File: src/dummy_never_used_placeholder_removed.sv
// intentionally minimal: no logic in this file
`timescale 1ns/100ps

File: src/pdc_pkg.sv
// shared constants, register map and state types of the peripheral dma channel
package pdc_pkg;
   // ----------------------------------------------------------------
   // register map (byte addresses on apb)
   // ----------------------------------------------------------------
   localparam int APB_AW = 8;
   localparam logic [7:0] OFF_CTRL = 8'h00;
   localparam logic [7:0] OFF_STATUS = 8'h04;
   localparam logic [7:0] OFF_INT_STATUS = 8'h08;
   localparam logic [7:0] OFF_INT_MASK = 8'h0C;
   localparam logic [7:0] OFF_FETCH_ADDR = 8'h10;
   localparam logic [7:0] OFF_FETCH_MAX = 8'h14;
   localparam logic [7:0] OFF_FETCH_COUNT = 8'h18;
   localparam logic [7:0] OFF_STORE_ADDR = 8'h1C;
   localparam logic [7:0] OFF_STORE_MAX = 8'h20;
   localparam logic [7:0] OFF_STORE_COUNT = 8'h24;
   // ----------------------------------------------------------------
   // field positions
   // ----------------------------------------------------------------
   localparam int CTRL_FETCH_GO = 0;
   localparam int CTRL_STORE_GO = 1;
   localparam int CTRL_FETCH_LIST = 2;
   localparam int CTRL_STORE_LIST = 3;
   localparam int CTRL_DROP = 4;
   localparam int CTRL_STORE_STOP = 5;
   localparam int INT_W = 5;
   localparam int INT_FETCH_DONE = 0;
   localparam int INT_STORE_DONE = 1;
   localparam int INT_BUS_ERR = 2;
   localparam int INT_ADDR_ERR = 3;
   localparam int INT_DROP = 4;
   // ----------------------------------------------------------------
   // bus encodings and reset values
   // ----------------------------------------------------------------
   localparam logic [1:0] HTRANS_IDLE = 2'h0;
   localparam logic [1:0] HTRANS_NONSEQ = 2'h2;
   localparam logic [2:0] HSIZE_BYTE = 3'h0;
   localparam logic [31:0] PTR_RST = 32'h0000_0000;
   localparam logic [31:0] RD_ZERO = 32'h0000_0000;
   // ----------------------------------------------------------------
   // state types
   // ----------------------------------------------------------------
   typedef enum logic [2:0] {F_IDLE = 3'h1, F_READ = 3'h2, F_OUT = 3'h4} pdc_fetch_state_t;
   typedef enum logic [2:0] {S_IDLE = 3'h1, S_WAIT = 3'h2, S_WRITE = 3'h4} pdc_store_state_t;
   typedef enum logic [2:0] {OWN_NONE = 3'h1, OWN_FETCH = 3'h2, OWN_STORE = 3'h4} pdc_owner_t;
   typedef enum logic [2:0] {P_IDLE = 3'h1, P_ADDR = 3'h2, P_DATA = 3'h4} pdc_port_state_t;
   // picks one byte lane out of a bus word
   function automatic logic [7:0] pdc_lane_byte(input logic [31:0] w, input logic [1:0] l);
      return w[l*8 +: 8];
   endfunction : pdc_lane_byte
endpackage : pdc_pkg

File: src/pdc_bus_if.sv
// byte request path between the channel engine and its ahb port
`timescale 1ns/100ps
interface pdc_bus_if;
   logic req;
   logic write;
   logic [31:0] addr;
   logic [7:0] wdata;
   logic done;
   logic err;
   logic [7:0] rdata;
   modport engine(output req, write, addr, wdata, input done, err, rdata);
   modport port(input req, write, addr, wdata, output done, err, rdata);
endinterface : pdc_bus_if

File: src/pdc_ahb_port.sv
// single-byte ahb-lite master port used by the channel engine
`timescale 1ns/100ps
module pdc_ahb_port (
   // clock and reset
   input wire logic clk,
   input wire logic resetn,
   // engine side
   pdc_bus_if.port bus,
   // ahb-lite master
   output logic [1:0] htrans,
   output logic [31:0] haddr,
   output logic hwrite,
   output logic [2:0] hsize,
   output logic [31:0] hwdata,
   input wire logic hready,
   input wire logic [31:0] hrdata,
   input wire logic hresp
);
   import pdc_pkg::*;

   typedef struct packed {
      pdc_port_state_t st;
      logic [1:0] htrans;
      logic [31:0] haddr;
      logic hwrite;
      logic [2:0] hsize;
      logic [31:0] hwdata;
      logic done;
      logic err;
      logic [7:0] rdata;
   } pdc_port_t;

   pdc_port_t s;
   pdc_port_t n;

   // ----------------------------------------------------------------
   // address phase, data phase, answer
   // ----------------------------------------------------------------
   // next state of the port
   always_comb begin
      n = s;
      n.done = 1'b0;
      case (s.st)
         P_IDLE: begin
            // guard on done: the request is still high in the answer cycle
            if (bus.req && !s.done) begin
               n.st = P_ADDR;
               n.htrans = HTRANS_NONSEQ;
               n.haddr = bus.addr;
               n.hwrite = bus.write;
               n.hsize = HSIZE_BYTE;
               n.hwdata = {4{bus.wdata}};
            end
         end
         P_ADDR: begin
            if (hready) begin
               n.st = P_DATA;
               n.htrans = HTRANS_IDLE;
            end
         end
         P_DATA: begin
            if (hready) begin
               n.st = P_IDLE;
               n.done = 1'b1;
               n.err = hresp;
               n.rdata = pdc_lane_byte(hrdata, s.haddr[1:0]);
            end
         end
         default: begin
            n.st = P_IDLE;
            n.htrans = HTRANS_IDLE;
         end
      endcase
   end

   // state register
   always_ff @(posedge clk or negedge resetn) begin
      if (!resetn) begin
         s <= '0;
         s.st <= P_IDLE;
      end else begin
         s <= n;
      end
   end

   // outputs straight from the state
   assign htrans = s.htrans;
   assign haddr = s.haddr;
   assign hwrite = s.hwrite;
   assign hsize = s.hsize;
   assign hwdata = s.hwdata;
   assign bus.done = s.done;
   assign bus.err = s.err;
   assign bus.rdata = s.rdata;
endmodule : pdc_ahb_port

File: src/pdc_channel.sv
// peripheral dma channel: fetch and store engines, apb registers, interrupt
//
// The APB interface to the registers and the address map were chosen for this implementation.
`timescale 1ns/100ps
module pdc_channel #(
   parameter int CNT_W = 16,
   parameter logic [31:0] RAM_BASE = 32'h2000_0000,
   parameter logic [31:0] RAM_SIZE = 32'h0001_0000,
   parameter bit HAS_LIST = 1'b1
) (
   // clock and reset
   input wire logic clk,
   input wire logic resetn,
   // apb slave
   input wire logic psel,
   input wire logic penable,
   input wire logic pwrite,
   input wire logic [pdc_pkg::APB_AW-1:0] paddr,
   input wire logic [31:0] pwdata,
   output logic [31:0] prdata,
   output logic pready,
   output logic pslverr,
   // ahb-lite master
   output logic [1:0] htrans,
   output logic [31:0] haddr,
   output logic hwrite,
   output logic [2:0] hsize,
   output logic [31:0] hwdata,
   input wire logic hready,
   input wire logic [31:0] hrdata,
   input wire logic hresp,
   // fetched bytes towards the peripheral
   output logic fetch_valid,
   output logic [7:0] fetch_data,
   input wire logic fetch_ready,
   // bytes from the peripheral to store
   input wire logic store_valid,
   input wire logic [7:0] store_data,
   input wire logic store_last,
   output logic store_ready,
   // interrupt
   output logic irq
);
   import pdc_pkg::*;

   typedef struct packed {
      pdc_fetch_state_t fst;
      pdc_store_state_t sst;
      pdc_owner_t owner;
      logic fetch_list;
      logic store_list;
      logic drop_mode;
      logic [31:0] fetch_base;
      logic [31:0] fetch_cur;
      logic [31:0] store_base;
      logic [31:0] store_cur;
      logic [CNT_W-1:0] fetch_max;
      logic [CNT_W-1:0] fetch_cnt;
      logic [CNT_W-1:0] store_max;
      logic [CNT_W-1:0] store_cnt;
      logic [INT_W-1:0] int_status;
      logic [INT_W-1:0] int_mask;
      logic irq;
      logic [7:0] fetch_data;
      logic fetch_valid;
      logic [7:0] store_data;
      logic store_last;
      logic store_ready;
      logic pready;
      logic [31:0] prdata;
      logic pslverr;
   } pdc_state_t;

   pdc_state_t s;
   pdc_state_t n;
   pdc_bus_if bus ();
   logic wr;
   logic fetch_go;
   logic store_go;
   logic store_stop;
   logic [INT_W-1:0] set;
   logic [INT_W-1:0] clr;

   // true when the whole byte address lies inside the ram window
   function automatic logic in_ram(input logic [31:0] a);
      return (a >= RAM_BASE) && ((a - RAM_BASE) < RAM_SIZE);
   endfunction : in_ram

   // ----------------------------------------------------------------
   // ahb port and its request
   // ----------------------------------------------------------------
   pdc_ahb_port pdc_ahb_port_inst (
      .clk(clk),
      .resetn(resetn),
      .bus(bus.port),
      .htrans(htrans),
      .haddr(haddr),
      .hwrite(hwrite),
      .hsize(hsize),
      .hwdata(hwdata),
      .hready(hready),
      .hrdata(hrdata),
      .hresp(hresp)
   );

   // request of whichever channel owns the port
   assign bus.req = (s.owner == OWN_FETCH && s.fst == F_READ) ||
                    (s.owner == OWN_STORE && s.sst == S_WRITE);
   assign bus.write = (s.owner == OWN_STORE);
   assign bus.addr = (s.owner == OWN_STORE) ? s.store_cur : s.fetch_cur;
   assign bus.wdata = s.store_data;

   // ----------------------------------------------------------------
   // next state
   // ----------------------------------------------------------------
   always_comb begin
      n = s;
      set = '0;
      clr = '0;
      fetch_go = 1'b0;
      store_go = 1'b0;
      store_stop = 1'b0;
      wr = psel && penable && pwrite && s.pready;
      n.pready = 1'b0;
      n.pslverr = 1'b0;
      n.prdata = RD_ZERO;

      // register writes take effect at the edge that completes the transfer
      if (wr) begin
         case (paddr)
            OFF_CTRL: begin
               fetch_go = pwdata[CTRL_FETCH_GO];
               store_go = pwdata[CTRL_STORE_GO];
               store_stop = pwdata[CTRL_STORE_STOP];
               n.drop_mode = pwdata[CTRL_DROP];
               // list bits only where built in
               n.fetch_list = HAS_LIST && pwdata[CTRL_FETCH_LIST];
               n.store_list = HAS_LIST && pwdata[CTRL_STORE_LIST];
            end
            OFF_INT_STATUS: clr = pwdata[INT_W-1:0];
            OFF_INT_MASK: n.int_mask = pwdata[INT_W-1:0];
            // pointers and limits are frozen while a channel runs
            OFF_FETCH_ADDR: if (s.fst == F_IDLE) n.fetch_base = pwdata;
            OFF_FETCH_MAX: if (s.fst == F_IDLE) n.fetch_max = pwdata[CNT_W-1:0];
            OFF_STORE_ADDR: if (s.sst == S_IDLE) n.store_base = pwdata;
            OFF_STORE_MAX: if (s.sst == S_IDLE) n.store_max = pwdata[CNT_W-1:0];
            default: ;
         endcase
      end

      // read answer, one cycle into the access phase
      if (psel && penable && !s.pready) begin
         n.pready = 1'b1;
         case (paddr)
            OFF_CTRL: n.prdata = 32'(s.drop_mode) << CTRL_DROP |
                                 32'(s.fetch_list) << CTRL_FETCH_LIST |
                                 32'(s.store_list) << CTRL_STORE_LIST;
            OFF_STATUS: n.prdata = {30'h0000_0000, s.sst != S_IDLE, s.fst != F_IDLE};
            OFF_INT_STATUS: n.prdata = 32'(s.int_status);
            OFF_INT_MASK: n.prdata = 32'(s.int_mask);
            OFF_FETCH_ADDR: n.prdata = s.fetch_base;
            OFF_FETCH_MAX: n.prdata = 32'(s.fetch_max);
            OFF_FETCH_COUNT: n.prdata = 32'(s.fetch_cnt);
            OFF_STORE_ADDR: n.prdata = s.store_base;
            OFF_STORE_MAX: n.prdata = 32'(s.store_max);
            OFF_STORE_COUNT: n.prdata = 32'(s.store_cnt);
            default: n.pslverr = 1'b1;
         endcase
      end

      case (s.fst)
         F_IDLE: begin
            if (fetch_go) begin
               n.fetch_cur = s.fetch_base;
               n.fetch_cnt = '0;
               if (s.fetch_max == '0) begin
                  set[INT_FETCH_DONE] = 1'b1;
               end else begin
                  n.fst = F_READ;
               end
            end
         end
         F_READ: begin
            if (!in_ram(s.fetch_cur)) begin
               set[INT_ADDR_ERR] = 1'b1;
               n.fst = F_IDLE;
            end else if (s.owner == OWN_FETCH && bus.done) begin
               if (bus.err) begin
                  set[INT_BUS_ERR] = 1'b1;
                  n.fst = F_IDLE;
               end else begin
                  n.fetch_data = bus.rdata;
                  n.fetch_valid = 1'b1;
                  n.fst = F_OUT;
               end
            end
         end
         F_OUT: begin
            if (fetch_ready) begin
               n.fetch_valid = 1'b0;
               n.fetch_cnt = s.fetch_cnt + 1'b1;
               n.fetch_cur = s.fetch_cur + 32'h0000_0001;
               if (n.fetch_cnt == s.fetch_max) begin
                  set[INT_FETCH_DONE] = 1'b1;
                  n.fst = F_IDLE;
                  if (s.fetch_list) n.fetch_base = s.fetch_base + 32'(s.fetch_max);
               end else begin
                  n.fst = F_READ;
               end
            end
         end
         default: n.fst = F_IDLE;
      endcase

      case (s.sst)
         S_IDLE: begin
            if (store_go) begin
               n.store_cur = s.store_base;
               n.store_cnt = '0;
               if (s.store_max == '0) begin
                  set[INT_STORE_DONE] = 1'b1;
               end else begin
                  n.sst = S_WAIT;
               end
            end
         end
         S_WAIT: begin
            if (store_stop) begin
               set[INT_STORE_DONE] = 1'b1;
               n.sst = S_IDLE;
            end else if (store_valid && s.store_ready) begin
               n.store_data = store_data;
               n.store_last = store_last;
               n.sst = S_WRITE;
            end
         end
         S_WRITE: begin
            // a byte offered while the port is busy is lost in drop mode
            if (s.drop_mode && store_valid && s.store_ready) set[INT_DROP] = 1'b1;
            if (!in_ram(s.store_cur)) begin
               set[INT_ADDR_ERR] = 1'b1;
               n.sst = S_IDLE;
            end else if (s.owner == OWN_STORE && bus.done) begin
               if (bus.err) begin
                  set[INT_BUS_ERR] = 1'b1;
                  n.sst = S_IDLE;
               end else begin
                  n.store_cnt = s.store_cnt + 1'b1;
                  n.store_cur = s.store_cur + 32'h0000_0001;
                  // end at max count or early on last byte
                  if (n.store_cnt == s.store_max || s.store_last) begin
                     set[INT_STORE_DONE] = 1'b1;
                     n.sst = S_IDLE;
                     // next item directly after this one
                     if (s.store_list) n.store_base = s.store_base + 32'(s.store_max);
                  end else begin
                     n.sst = S_WAIT;
                  end
               end
            end
         end
         default: n.sst = S_IDLE;
      endcase

      // ready is held low while a write waits for the bus, unless dropping
      n.store_ready = (n.sst == S_WAIT) || (n.drop_mode && n.sst == S_WRITE);

      // fetch has priority; the grant holds until the transfer ends
      case (s.owner)
         OWN_NONE: begin
            if (s.fst == F_READ && in_ram(s.fetch_cur)) begin
               n.owner = OWN_FETCH;
            end else if (s.sst == S_WRITE && in_ram(s.store_cur)) begin
               n.owner = OWN_STORE;
            end
         end
         OWN_FETCH, OWN_STORE: if (bus.done) n.owner = OWN_NONE;
         default: n.owner = OWN_NONE;
      endcase

      // sticky events, the set wins over a clear in the same cycle
      n.int_status = (s.int_status & ~clr) | set;
      n.irq = |(n.int_status & n.int_mask);
   end

   // ----------------------------------------------------------------
   // state register
   // ----------------------------------------------------------------
   // pointers reset to a value software must replace
   always_ff @(posedge clk or negedge resetn) begin
      if (!resetn) begin
         s <= '0;
         s.fst <= F_IDLE;
         s.sst <= S_IDLE;
         s.owner <= OWN_NONE;
         s.fetch_base <= PTR_RST;
         s.store_base <= PTR_RST;
      end else begin
         s <= n;
      end
   end

   // outputs straight from the state
   assign prdata = s.prdata;
   assign pready = s.pready;
   assign pslverr = s.pslverr;
   assign fetch_valid = s.fetch_valid;
   assign fetch_data = s.fetch_data;
   assign store_ready = s.store_ready;
   assign irq = s.irq;
endmodule : pdc_channel

File: config.mk
export PLATFORM = sky130hd
export DESIGN_NAME = pdc_channel
export DESIGN_NICKNAME = d
export VERILOG_FILES = /design/src/dummy_never_used_placeholder_removed.sv /design/src/pdc_pkg.sv /design/src/pdc_bus_if.sv /design/src/pdc_ahb_port.sv /design/src/pdc_channel.sv
export SDC_FILE = /design/constraint.sdc
export NUM_CORES = 1
export LEC_CHECK = 0
export CAP_MARGIN = 0
export CORE_MARGIN = 2
export CORE_UTILIZATION = 30
export DETAILED_ROUTE_END_ITERATION = 10
export DONT_BUFFER_PORTS = 1
export HOLD_SLACK_MARGIN = 0.06
export PLACE_DENSITY_LB_ADDON = 0.25
export RECOVER_POWER = 100
export SYNTH_ARGS = -nofsm -noshare
export SYNTH_HDL_FRONTEND = slang
export SYNTH_SLANG_ARGS = --single-unit
File: constraint.sdc
create_clock -name clk -period 4.65 [get_ports clk]
set_input_delay 0.6975 -clock clk [delete_from_list [all_inputs] [get_ports clk]]
set_output_delay 0.6975 -clock clk [all_outputs]
set_load 0.02 [all_outputs]
==> impl_metrics.tcl, run 1 <==
set metrics [dict create \
    worstSetupPathType "reg -> reg" \
    antenna_found_initial 2 \
    wl_per_cell_um 22.99 \
    hp-class "in -> async" \
    core_mm2 0.06446 \
    critPathBufInv 2 \
    dominantRegCellSynth "dfrtp_1" \
    crit_start "s[262]" \
    h-tree-depth 2 \
    fin_hold_ws_ps -183.4 \
    rows 93 \
    critPathMaxStageDelay_ps 1300 \
    critPathCapture "s[137]" \
    required_ps 5090 \
    ant_nets 0 \
    gr-total-overflow 0 \
    numClockSinks 323 \
    fp.dieH_um 259.3 \
    drt_iter0_markers 1429 \
    worst_setup_path_end_kind "flip-flop" \
    yosysSeqAreaShare_pct 41.36 \
    antenna_cells 0 \
    path_common_cell "o21ai_0" \
    fmax_mhz 231.7 \
    violations "negative hold slack, max-capacitance violations, max-slew violations" \
    layout_commonest_cell "dfrtp_1" \
    grt_setup_unrepaired "no" \
    slew_violations 104 \
    place_congestion 0.8798 \
    max-slew-margin-rel_pct -24.79 \
    final_hold_viol_count 157 \
    peakVddDrop_mv 0.2024 \
    crit_chain "nand2b_1 > or2_0 > clkbuf_1 > o22ai_1 > buf_4 > o21ai_0 > o21ai_0" \
    grt_max_degree 324 \
    port_buffers 0 \
    critPathLaunchType "flip-flop" \
    dieArea_mm2 0.06724 \
    vias 16221 \
    start_util_pct 30.33 \
    postLayoutSetupSlackWorst_ps 334.2 \
    cts_tree "done" \
    async_reset_ff_share_pct 100.0 \
    finalSetupViolations 0 \
    io_pins 205 \
    cp.depth 7 \
    clockBufferDepth 3 \
    synthesis.area_mm2 0.01956 \
    status "finished with violations" \
    cts_buffers 42 \
    ys_ff_latch 323 \
    arrival_ps 4750 \
    clock_latency_ps 580 \
    drt_pass1_iterations 7 \
    die_w_um 259.3 \
    hpwl_um 48300 \
    fin_nets 2159 \
    grt_usage_pct 19.61 \
    cpMaxStageDelayCell "clkbuf_1" \
    rr_worst_depth 7 \
    wirelength_um 66950 \
    r2r-start "s[262]" \
    yosys.cell_types.count 84 \
    areaGrowthSynthToFinish_pct 8.395 \
    ys_warn_count 0 \
    r2r_setup_slack_ps 330 \
    cpLargestDelayFamily "buffers and inverters" \
    power.density_mw_per_mm2 325.2 \
    critPathMaxFanout 31 \
    max_cap_viol_count 4 \
    drc 0 \
    grt_first_pass_wirelength_um 101300 \
    placed_area_mm2 0.01975 \
    netlist_instances 2162 \
    final_layout_size_suffix_gt1_share_pct 10.40 \
    cts_root_buf "clkbuf_16" \
    power.leakage_nw 8.879 \
    timing.rr.end "s[137]" \
    fin_crit_ps 4316 \
    min_period_over_period_pct 92.81 \
    grt_pass1_vias 15793 \
    tns_ps 0 \
    synth_edf_count 0 \
    skew_ps 18.36 \
    dp_slack_ps 326.0 \
    mostFrequentLayoutCells "dfrtp_1 (319), nand2_1 (194), nor2_1 (194)" \
    viasPerCell 5.570 \
    syn_area_per_cell_um2 9.045 \
    path_clk_slew_ps 60 \
    worst_pin_slew_ps 1872 \
    final_area_mm2 0.02120 \
]
[state kept, by name, summed over array words and instances (netlist names)]
signal,cells
pdc_ahb_port_inst.haddr,32
pready,1
store_ready,1
bus.wdata,8
pdc_ahb_port_inst.hwrite,1
prdata,32
irq,1
pdc_ahb_port_inst.hwdata,8
pslverr,1
pdc_ahb_port_inst.bus.err,1
pdc_ahb_port_inst.bus.done,1
pdc_ahb_port_inst.s,3
fetch_valid,1
pdc_ahb_port_inst.htrans,1
pdc_ahb_port_inst.bus.rdata,8
fetch_data,8
s,215
[where the power goes]
group | total, mW | internal, mW | leakage, nW | switching, mW
Combinational | 0.389 | 0.119 | 3.87 | 0.271
Clock | 3.60 | 2.27 | 0.759 | 1.33
Sequential | 2.90 | 2.85 | 4.25 | 0.0519
Total | 6.89 | 5.24 | 8.88 | 1.66
[stage by stage]
step	hold slack, ps	cells	power [mW]	util (%)
2_1_floorplan	401.9	2165	3.230	-
3_3_place_gp	435.0	2837	3.342	30.64
3_5_place_dp	423.3	2837	3.347	30.64
4_1_cts	-176.4	2912	6.981	33.01
5_1_grt	-198.5	2912	7.142	32.88
6_report	-183.4	2912	6.894	32.88
[synth_stat cells (all sizes together) (16+ instances only)]
cell type / instances / area share [%]
mux2: 87 / 5.0
nor3: 41 / 1.1
nand2b: 21 / 0.67
or3: 16 / 0.51
a32oi: 16 / 0.72
o21ai: 184 / 4.7
nand2: 195 / 3.7
nor4: 34 / 1.2
xnor2: 46 / 2.1
nand4: 22 / 0.74
mux2i: 73 / 3.7
a31oi: 22 / 0.70
nor2: 196 / 3.8
xor2: 21 / 0.94
and3: 37 / 1.2
clkbuf: 97 / 1.9
nand3: 70 / 1.8
a21oi: 175 / 4.5
buf: 125 / 4.6
dfrtp: 319 / 41
a22oi: 39 / 1.5
ha: 41 / 2.6
a21o: 20 / 0.77
inv: 60 / 1.2
a222oi: 20 / 1.0
[timing repair]
action                                  CTS  global route
setup buffers                             0             0
endpoints found under the setup margin    0             6
gates resized for setup                   0             1
endpoints found under the hold margin   319           319
[routing by layer]
metal | vias to the layer above | global-route usage, % | part of all wire (%)
met5 | - | 0 | 0
met4 | 0 | 5.140 | 2.1
met3 | 86 | 3.251 | 6.3
met2 | 515 | 30.99 | 46
met1 | 8134 | 27.72 | 46
li1 | 7486 | - | -
[area by class of cell]
class	instances	area, µm²
fill	6691	43270
multi-input combinational	1560	10020
sequential	323	8088
clock buffer	65	1351
tap	855	1070
timing repair buffer	39	261.5
inverter	60	225.2
clock inverter	10	178.9
[logic make-up after synthesis]
logic type,after synthesis,synth area share (%)
compound gates,585,18.47
xor+xnor,67,3.001
fa+ha+maj,43,2.828
buf+inv,282,7.633
flops,323,41.36
mux,168,9.668
other cells,1,0.01918
simple gates,693,17.03
[worst min path at each step]
| stage | from | endpoint | slack (ps) | depth (start not counted) |
|---|---|---|---|---|
| 6_report | resetn | s[72] | -180 | 0 |
| 4_1_cts | resetn | prdata[17] | -180 | 0 |
| 5_1_grt | resetn | s[72] | -200 | 0 |
| 3_3_place_gp | resetn | prdata[17] | 430 | 0 |
| 2_1_floorplan | resetn | bus.wdata[0] | 400 | 0 |
| 3_5_place_dp | resetn | prdata[20] | 420 | 0 |
(Power assumes the default switching activity.)
==> run 2, diff against run 1 <==
--- a/config.mk
+++ b/config.mk
@@ -5,6 +5,7 @@
 export SDC_FILE = /design/constraint.sdc
 export NUM_CORES = 1
 export LEC_CHECK = 0
+export ABC_AREA = 1
 export CAP_MARGIN = 0
 export CORE_MARGIN = 2
 export CORE_UTILIZATION = 30
==> run 2 against run 1 <==
Routed wire length up 11%. Combinational power down 45%. Count of clock-buffer cells in the layout shrank 6. Global-route usage grew 1.0 points. The flow still finishes with violations (negative hold slack, max-capacitance violations, max-slew violations). Clock skew fell by 2.1 ps. Worst hold slack improved by 16 ps. Synthesized area increased by 6.9%. Power shrank 1.6%. Critical path depth up 3.
==> impl_metrics.tcl, run 2 <==
set metrics [dict create \
    gr-total-overflow 0 \
    fin_nets 2917 \
    netlist_instances 2913 \
    synth.most_common_cell "nand2_1" \
    path_clk_slew_ps 60 \
    cts_buffers 43 \
    grt_pass1_vias 18236 \
    power.density_mw_per_mm2 300.8 \
    postLayoutSetupSlackWorst_ps 801.5 \
    wirelength_um 74500 \
    p_seq_share_pct 42.6 \
    netSwitchingFraction_pct 23.28 \
    grt_setup_unrepaired "no" \
    synth_top_area_share_pct 38.18 \
    max_cap_viol_count 2 \
    r2r-start "pready" \
    cts_resized 0 \
    viasPerCell 5.078 \
    numClockSinks 323 \
    port_buffers 0 \
    power_frac_clock_pct 54.3 \
    final_hold_viol_count 319 \
    top_register "s" \
    fmax_mhz 259.8 \
    ys_ff_latch 323 \
    clockBufferDepth 3 \
    clock_latency_ps 580 \
    worst_pin_slew_ps 2333 \
    worst_setup_path_end_kind "flip-flop" \
    synth_area_leaders "dfrtp_1 (38%), nand2_1 (13%), o21ai_0 (7.5%), inv_1 (6.2%), nand3_1 (4.0%)" \
    vias 19021 \
    dominantRegCellSynth "dfrtp_1" \
    finalSetupViolations 0 \
    min_period_over_period_pct 82.76 \
    post_cts_buffers 0 \
    antenna_cells 0 \
    synth_edf_count 0 \
    total_power_mw 6.783 \
    synthesis.area_mm2 0.02091 \
    critPathMaxFanout 47 \
    worstSetupPathType "reg -> reg" \
    final_layout_size_suffix_gt1_share_pct 4.867 \
    hp-class "in -> async" \
    slew_violations 81 \
    arrival_ps 4320 \
    pwr-share-comb_pct 3.2 \
    max-slew-margin-rel_pct -55.52 \
    h-tree-depth 2 \
    antenna_found_initial 2 \
    drc 0 \
    async_reset_ff_share_pct 100.0 \
    fin_hold_ws_ps -167.7 \
    critPathLaunchType "flip-flop" \
    power.leakage_nw 10.60 \
    cts_root_buf "clkbuf_16" \
    required_ps 5120 \
    violations "negative hold slack, max-capacitance violations, max-slew violations" \
    nFillCells 7374 \
    r2r_setup_slack_ps 800 \
    layout_commonest_cell "nand2_1" \
    io_pins 205 \
    start_util_pct 30.38 \
    cts_tree "done" \
    drt_iter0_markers 1573 \
    areaGrowthSynthToFinish_pct 7.834 \
    yosys-top-cells-count "nand2_1 (742), inv_1 (345), dfrtp_1 (319)" \
    rr_worst_depth 10 \
    grt_max_degree 324 \
    internal_power_mw 5.204 \
    timing.rr.end "s[208]" \
    dp_slack_ps 1275 \
    fin_crit_ps 3848 \
    skew_ps 16.30 \
    rows 96 \
    yosys.cell_types.count 59 \
    hpwl_um 56150 \
    core_mm2 0.06883 \
    dieArea_mm2 0.07182 \
    yosysSeqAreaShare_pct 38.68 \
    ys_warn_count 0 \
    mostFrequentLayoutCells "nand2_1 (742), inv_1 (348), o21ai_0 (342)" \
    wl_per_cell_um 19.89 \
    grt_first_pass_wirelength_um 112800 \
    p_switching_mw 1.579 \
    grt_usage_pct 20.65 \
    largest_reg_flops 215 \
    ant_nets 0 \
    syn_area_per_cell_um2 7.177 \
    drt_pass1_iterations 5 \
    tns_ps 0 \
    fp.dieH_um 268.0 \
    die_w_um 268.0 \
    status "finished with violations" \
    peakVddDrop_mv 0.2285 \
    place_congestion 0.9087 \
    synth.largest_area_cell "dfrtp_1" \
]
[run 2: cell types whose count changed after synthesis, sizes merged, moves of 24 or more]
cell    delta
o21ai    +167
mux2      -86
o22ai     +60
clkbuf    -24
mux2i     -70
nand2    +555
inv      +293
nand4     +35
nand3    +103
xnor2     -27
and3      -36
a21oi     -38
[run 2: routing by layer]
metal	GRT usage, %	vias up	part of all wire (%)
li1	-	9328	-
met1	28.25	8989	46
met2	32.17	576	44
met3	3.867	126	6.4
met4	8.078	2	4.0
met5	0	-	0.017
[run 2: layout make-up]
type                            instances  area [µm²]  area share (%)
Clock buffer                           59        1269           5.627
Clock inverter                         18       279.0           1.238
Inverter                              357        1341           5.949
Multi-Input combinational cell       2034       10270           45.55
Sequential cell                       323        8088           35.87
Tap cell                              931        1165           5.167
Timing Repair Buffer                   24       135.1          0.5994
[run 2: power groups by stage]
stage	clock network [mW]	logic (mW)	registers (mW)
after global placement	0	0.212	2.94
after detailed placement	0	0.212	2.94
after global routing	3.87	0.244	2.89
final	3.68	0.214	2.89
after floorplan	0	0.163	2.92
after CTS	3.77	0.214	2.89
[run 2: worst max path at each step]
| stage | start | end | slack (ps) |
|---|---|---|---|
| finish | pready | s[208] | 800 |
| global placement | paddr[1] | s[169] | 1410 |
| CTS | s[157] | s[64] | 1360 |
| detailed placement | paddr[1] | s[180] | 1280 |
| floorplan | s[112] | s[254] | 2320 |
| global route | s[265] | s[208] | 490 |
[run 2: cell families (layout without fill, tap and decap cells)]
logic type               count (synthesis)  count (layout)  share of synthesized area [%]
multiplexers                             4               4                         0.1975
AO/OA/AOI/OAI                          660             660                          17.49
adder cells (fa/ha/maj)                 44              44                          2.705
XOR/XNOR                                65              65                          2.926
other                                    1               4                        0.01794
buffers and inverters                  559             458                          12.13
flip-flops                             323             323                          38.68
AND/OR/NAND/NOR                       1257            1257                          25.85
[run 2: critical path, stage by stage, from the launching register on]
cell,delay [ps]
dfrtp_1,470
nand3_1,320
inv_1,140
nand3_1,210
a21oi_1,140
inv_1,70
nor2_1,40
inv_1,80
clkbuf_1,1650
a21oi_1,270
a22oi_1,280
[run 2: stage by stage]
stage / cell area, µm² / instances / utilization (%)
floorplan: 20920 / 2916 / -
global placement: 21090 / 3669 / 30.64
detailed placement: 21090 / 3669 / 30.64
CTS: 22630 / 3746 / 32.88
global route: 22550 / 3746 / 32.76
finish: 22550 / 3746 / 32.76
==> run 3, diff against run 2 <==
==> constraint.sdc (replaced) <==
create_clock -name clk -period 3.8 [get_ports clk]
set_input_delay 0.57 -clock clk [delete_from_list [all_inputs] [get_ports clk]]
set_output_delay 0.57 -clock clk [all_outputs]
set_load 0.02 [all_outputs]
==> run 3 against run 2 <==
The run still ends with negative hold slack, max-capacitance violations, max-slew violations left. Largest power group unchanged. Count of clock-buffer cells in the layout decreased by 1. Non-clock buffer count increased by 9. Largest cell class unchanged. Fmax increased by 16%. Sequential power increased by 22%. Clock skew decreased by 1.3 ps. Worst hold slack got worse by 130 ps. Global-route usage increased by 0.27 points. First-iteration DRC count increased by 3.1%. Via count increased by 0.32%. Clock power increased by 10%. Die area unchanged.
==> impl_metrics.tcl, run 3 (synthesis results as in run 2) <==
set metrics [dict create \
    fmax_mhz 300.7 \
    wirelength_um 75150 \
    grt_pass1_vias 18341 \
    crit_start "s[263]" \
    viasPerCell 5.084 \
    crit_chain "nor3_1 > clkbuf_1 > inv_1 > buf_4 > o22ai_1 > nand2_1 > nor2_1 > inv_2 > buf_4 > nand2_1 > o21ai_0" \
    areaGrowthSynthToFinish_pct 7.361 \
    internal_power_mw 6.006 \
    port_buffers 0 \
    r2r-start "s[263]" \
    power.density_mw_per_mm2 349.6 \
    power.leakage_nw 10.57 \
    antenna_found_initial 1 \
    worst_setup_path_end_kind "flip-flop" \
    drt_pass1_iterations 6 \
    critPathCapture "pdc_ahb_port_inst.haddr[28]" \
    layout_commonest_cell "nand2_1" \
    clock_latency_ps 580 \
    peakVddDrop_mv 0.2347 \
    place_congestion 0.9364 \
    top_register "s" \
    clockBufferDepth 3 \
    p_seq_share_pct 45.0 \
    fin_cells 3753 \
    finalSetupViolations 0 \
    p_switching_mw 1.841 \
    cts_tree "done" \
    mostFrequentLayoutCells "nand2_1 (742), inv_1 (347), o21ai_0 (339)" \
    critPathMaxStageDelay_ps 650 \
    status "finished with violations" \
    skew_ps 14.95 \
    drt_iter0_markers 1622 \
    grt_first_pass_wirelength_um 114100 \
    fin_crit_ps 3326 \
    hpwl_um 57010 \
    required_ps 4230 \
    final_hold_viol_count 319 \
    power_frac_clock_pct 51.6 \
    start_util_pct 30.38 \
    total_power_mw 7.848 \
    wl_per_cell_um 20.02 \
    largest_reg_flops 215 \
    cts_buffers 40 \
    timing.rr.end "pdc_ahb_port_inst.haddr[28]" \
    hp-class "in -> async" \
    r2r_setup_slack_ps 470 \
    vias 19082 \
    grt_usage_pct 20.92 \
    tns_ps 0 \
    violations "negative hold slack, max-capacitance violations, max-slew violations" \
    critPathLaunchType "flip-flop" \
    ant_nets 0 \
    die_w_um 268.0 \
    worst_pin_slew_ps 1785 \
    grt_setup_unrepaired "no" \
    critPathMaxFanout 60 \
    drc 0 \
    netSwitchingFraction_pct 23.46 \
    gr-total-overflow 0 \
    core_mm2 0.06883 \
    worstSetupPathType "reg -> reg" \
    dieArea_mm2 0.07182 \
    max-slew-margin-rel_pct -18.98 \
    slew_violations 33 \
    grt_max_degree 324 \
    h-tree-depth 2 \
    post_cts_buffers 0 \
    cpMaxStageDelayCell "clkbuf_1" \
    cts_resized 0 \
    cts_root_buf "clkbuf_16" \
    rows 96 \
    arrival_ps 3760 \
    fin_nets 2923 \
    pwr-share-comb_pct 3.4 \
    max_cap_viol_count 1 \
    numClockSinks 323 \
    min_period_over_period_pct 87.53 \
    dp_cells 3678 \
    rr_worst_depth 11 \
    io_pins 205 \
    fp.dieH_um 268.0 \
    fin_hold_ws_ps -302.1 \
    path_clk_slew_ps 60 \
    final_layout_size_suffix_gt1_share_pct 5.035 \
]
## run 3: area by class of cell
class	instances	area (µm²)
Multi-Input combinational cell	2034	10270
Antenna cell	2	5.005
Tap cell	931	1165
Sequential cell	323	8088
Clock inverter	15	214.0
Clock buffer	58	1150
Fill cell	7441	46380
Inverter	357	1341
Timing Repair Buffer	33	212.7
## run 3: stage by stage
| step | setup WS [ps] | instance area, µm² | util (%) | hold WS [ps] |
|---|---|---|---|---|
| finish | 474.0 | 22450 | 32.61 | -302.1 |
| floorplan | 1472 | 20920 | - | 274.4 |
| CTS | 721.3 | 22520 | 32.72 | -300.7 |
| global placement | 784.9 | 21150 | 30.73 | 313.6 |
| global route | 218.2 | 22440 | 32.61 | -320.6 |
| detailed placement | 759.9 | 21150 | 30.73 | 311.2 |
## run 3: worst min-delay path by stage
stage                start           end  slack, ps  depth (start not counted)
finish              resetn    prdata[19]       -300                          0
global route        resetn    prdata[19]       -320                          0
CTS                 resetn    prdata[19]       -300                          0
detailed placement  resetn    prdata[19]        310                          0
global placement    resetn    prdata[19]        310                          0
floorplan           resetn  bus.wdata[0]        270                          0
## run 3: layer usage
metal	wire, µm	global-route usage (%)	vias up	share of wire, %
li1	-	-	9317	-
met1	33280	28.57	9011	44
met2	33120	32.24	622	44
met3	5876	4.646	132	7.8
met4	2868	7.882	0	3.8
met5	0	0	-	0
## run 3: critical path: cells and delay by family (launching register included)
family / cells / cell delay (ps)
DFF: 1 / 370
buffers and inverters: 5 / 1730
AOI/OAI and AO/OA: 2 / 280
and+or+nand+nor: 4 / 720
## run 3: power groups by stage
stage	sequential (mW)	combinational (mW)	clock, mW
3_3_place_gp	3.59	0.262	0
2_1_floorplan	3.57	0.199	0
5_1_grt	3.54	0.300	4.31
4_1_cts	3.53	0.264	4.18
6_report	3.53	0.265	4.05
3_5_place_dp	3.59	0.262	0
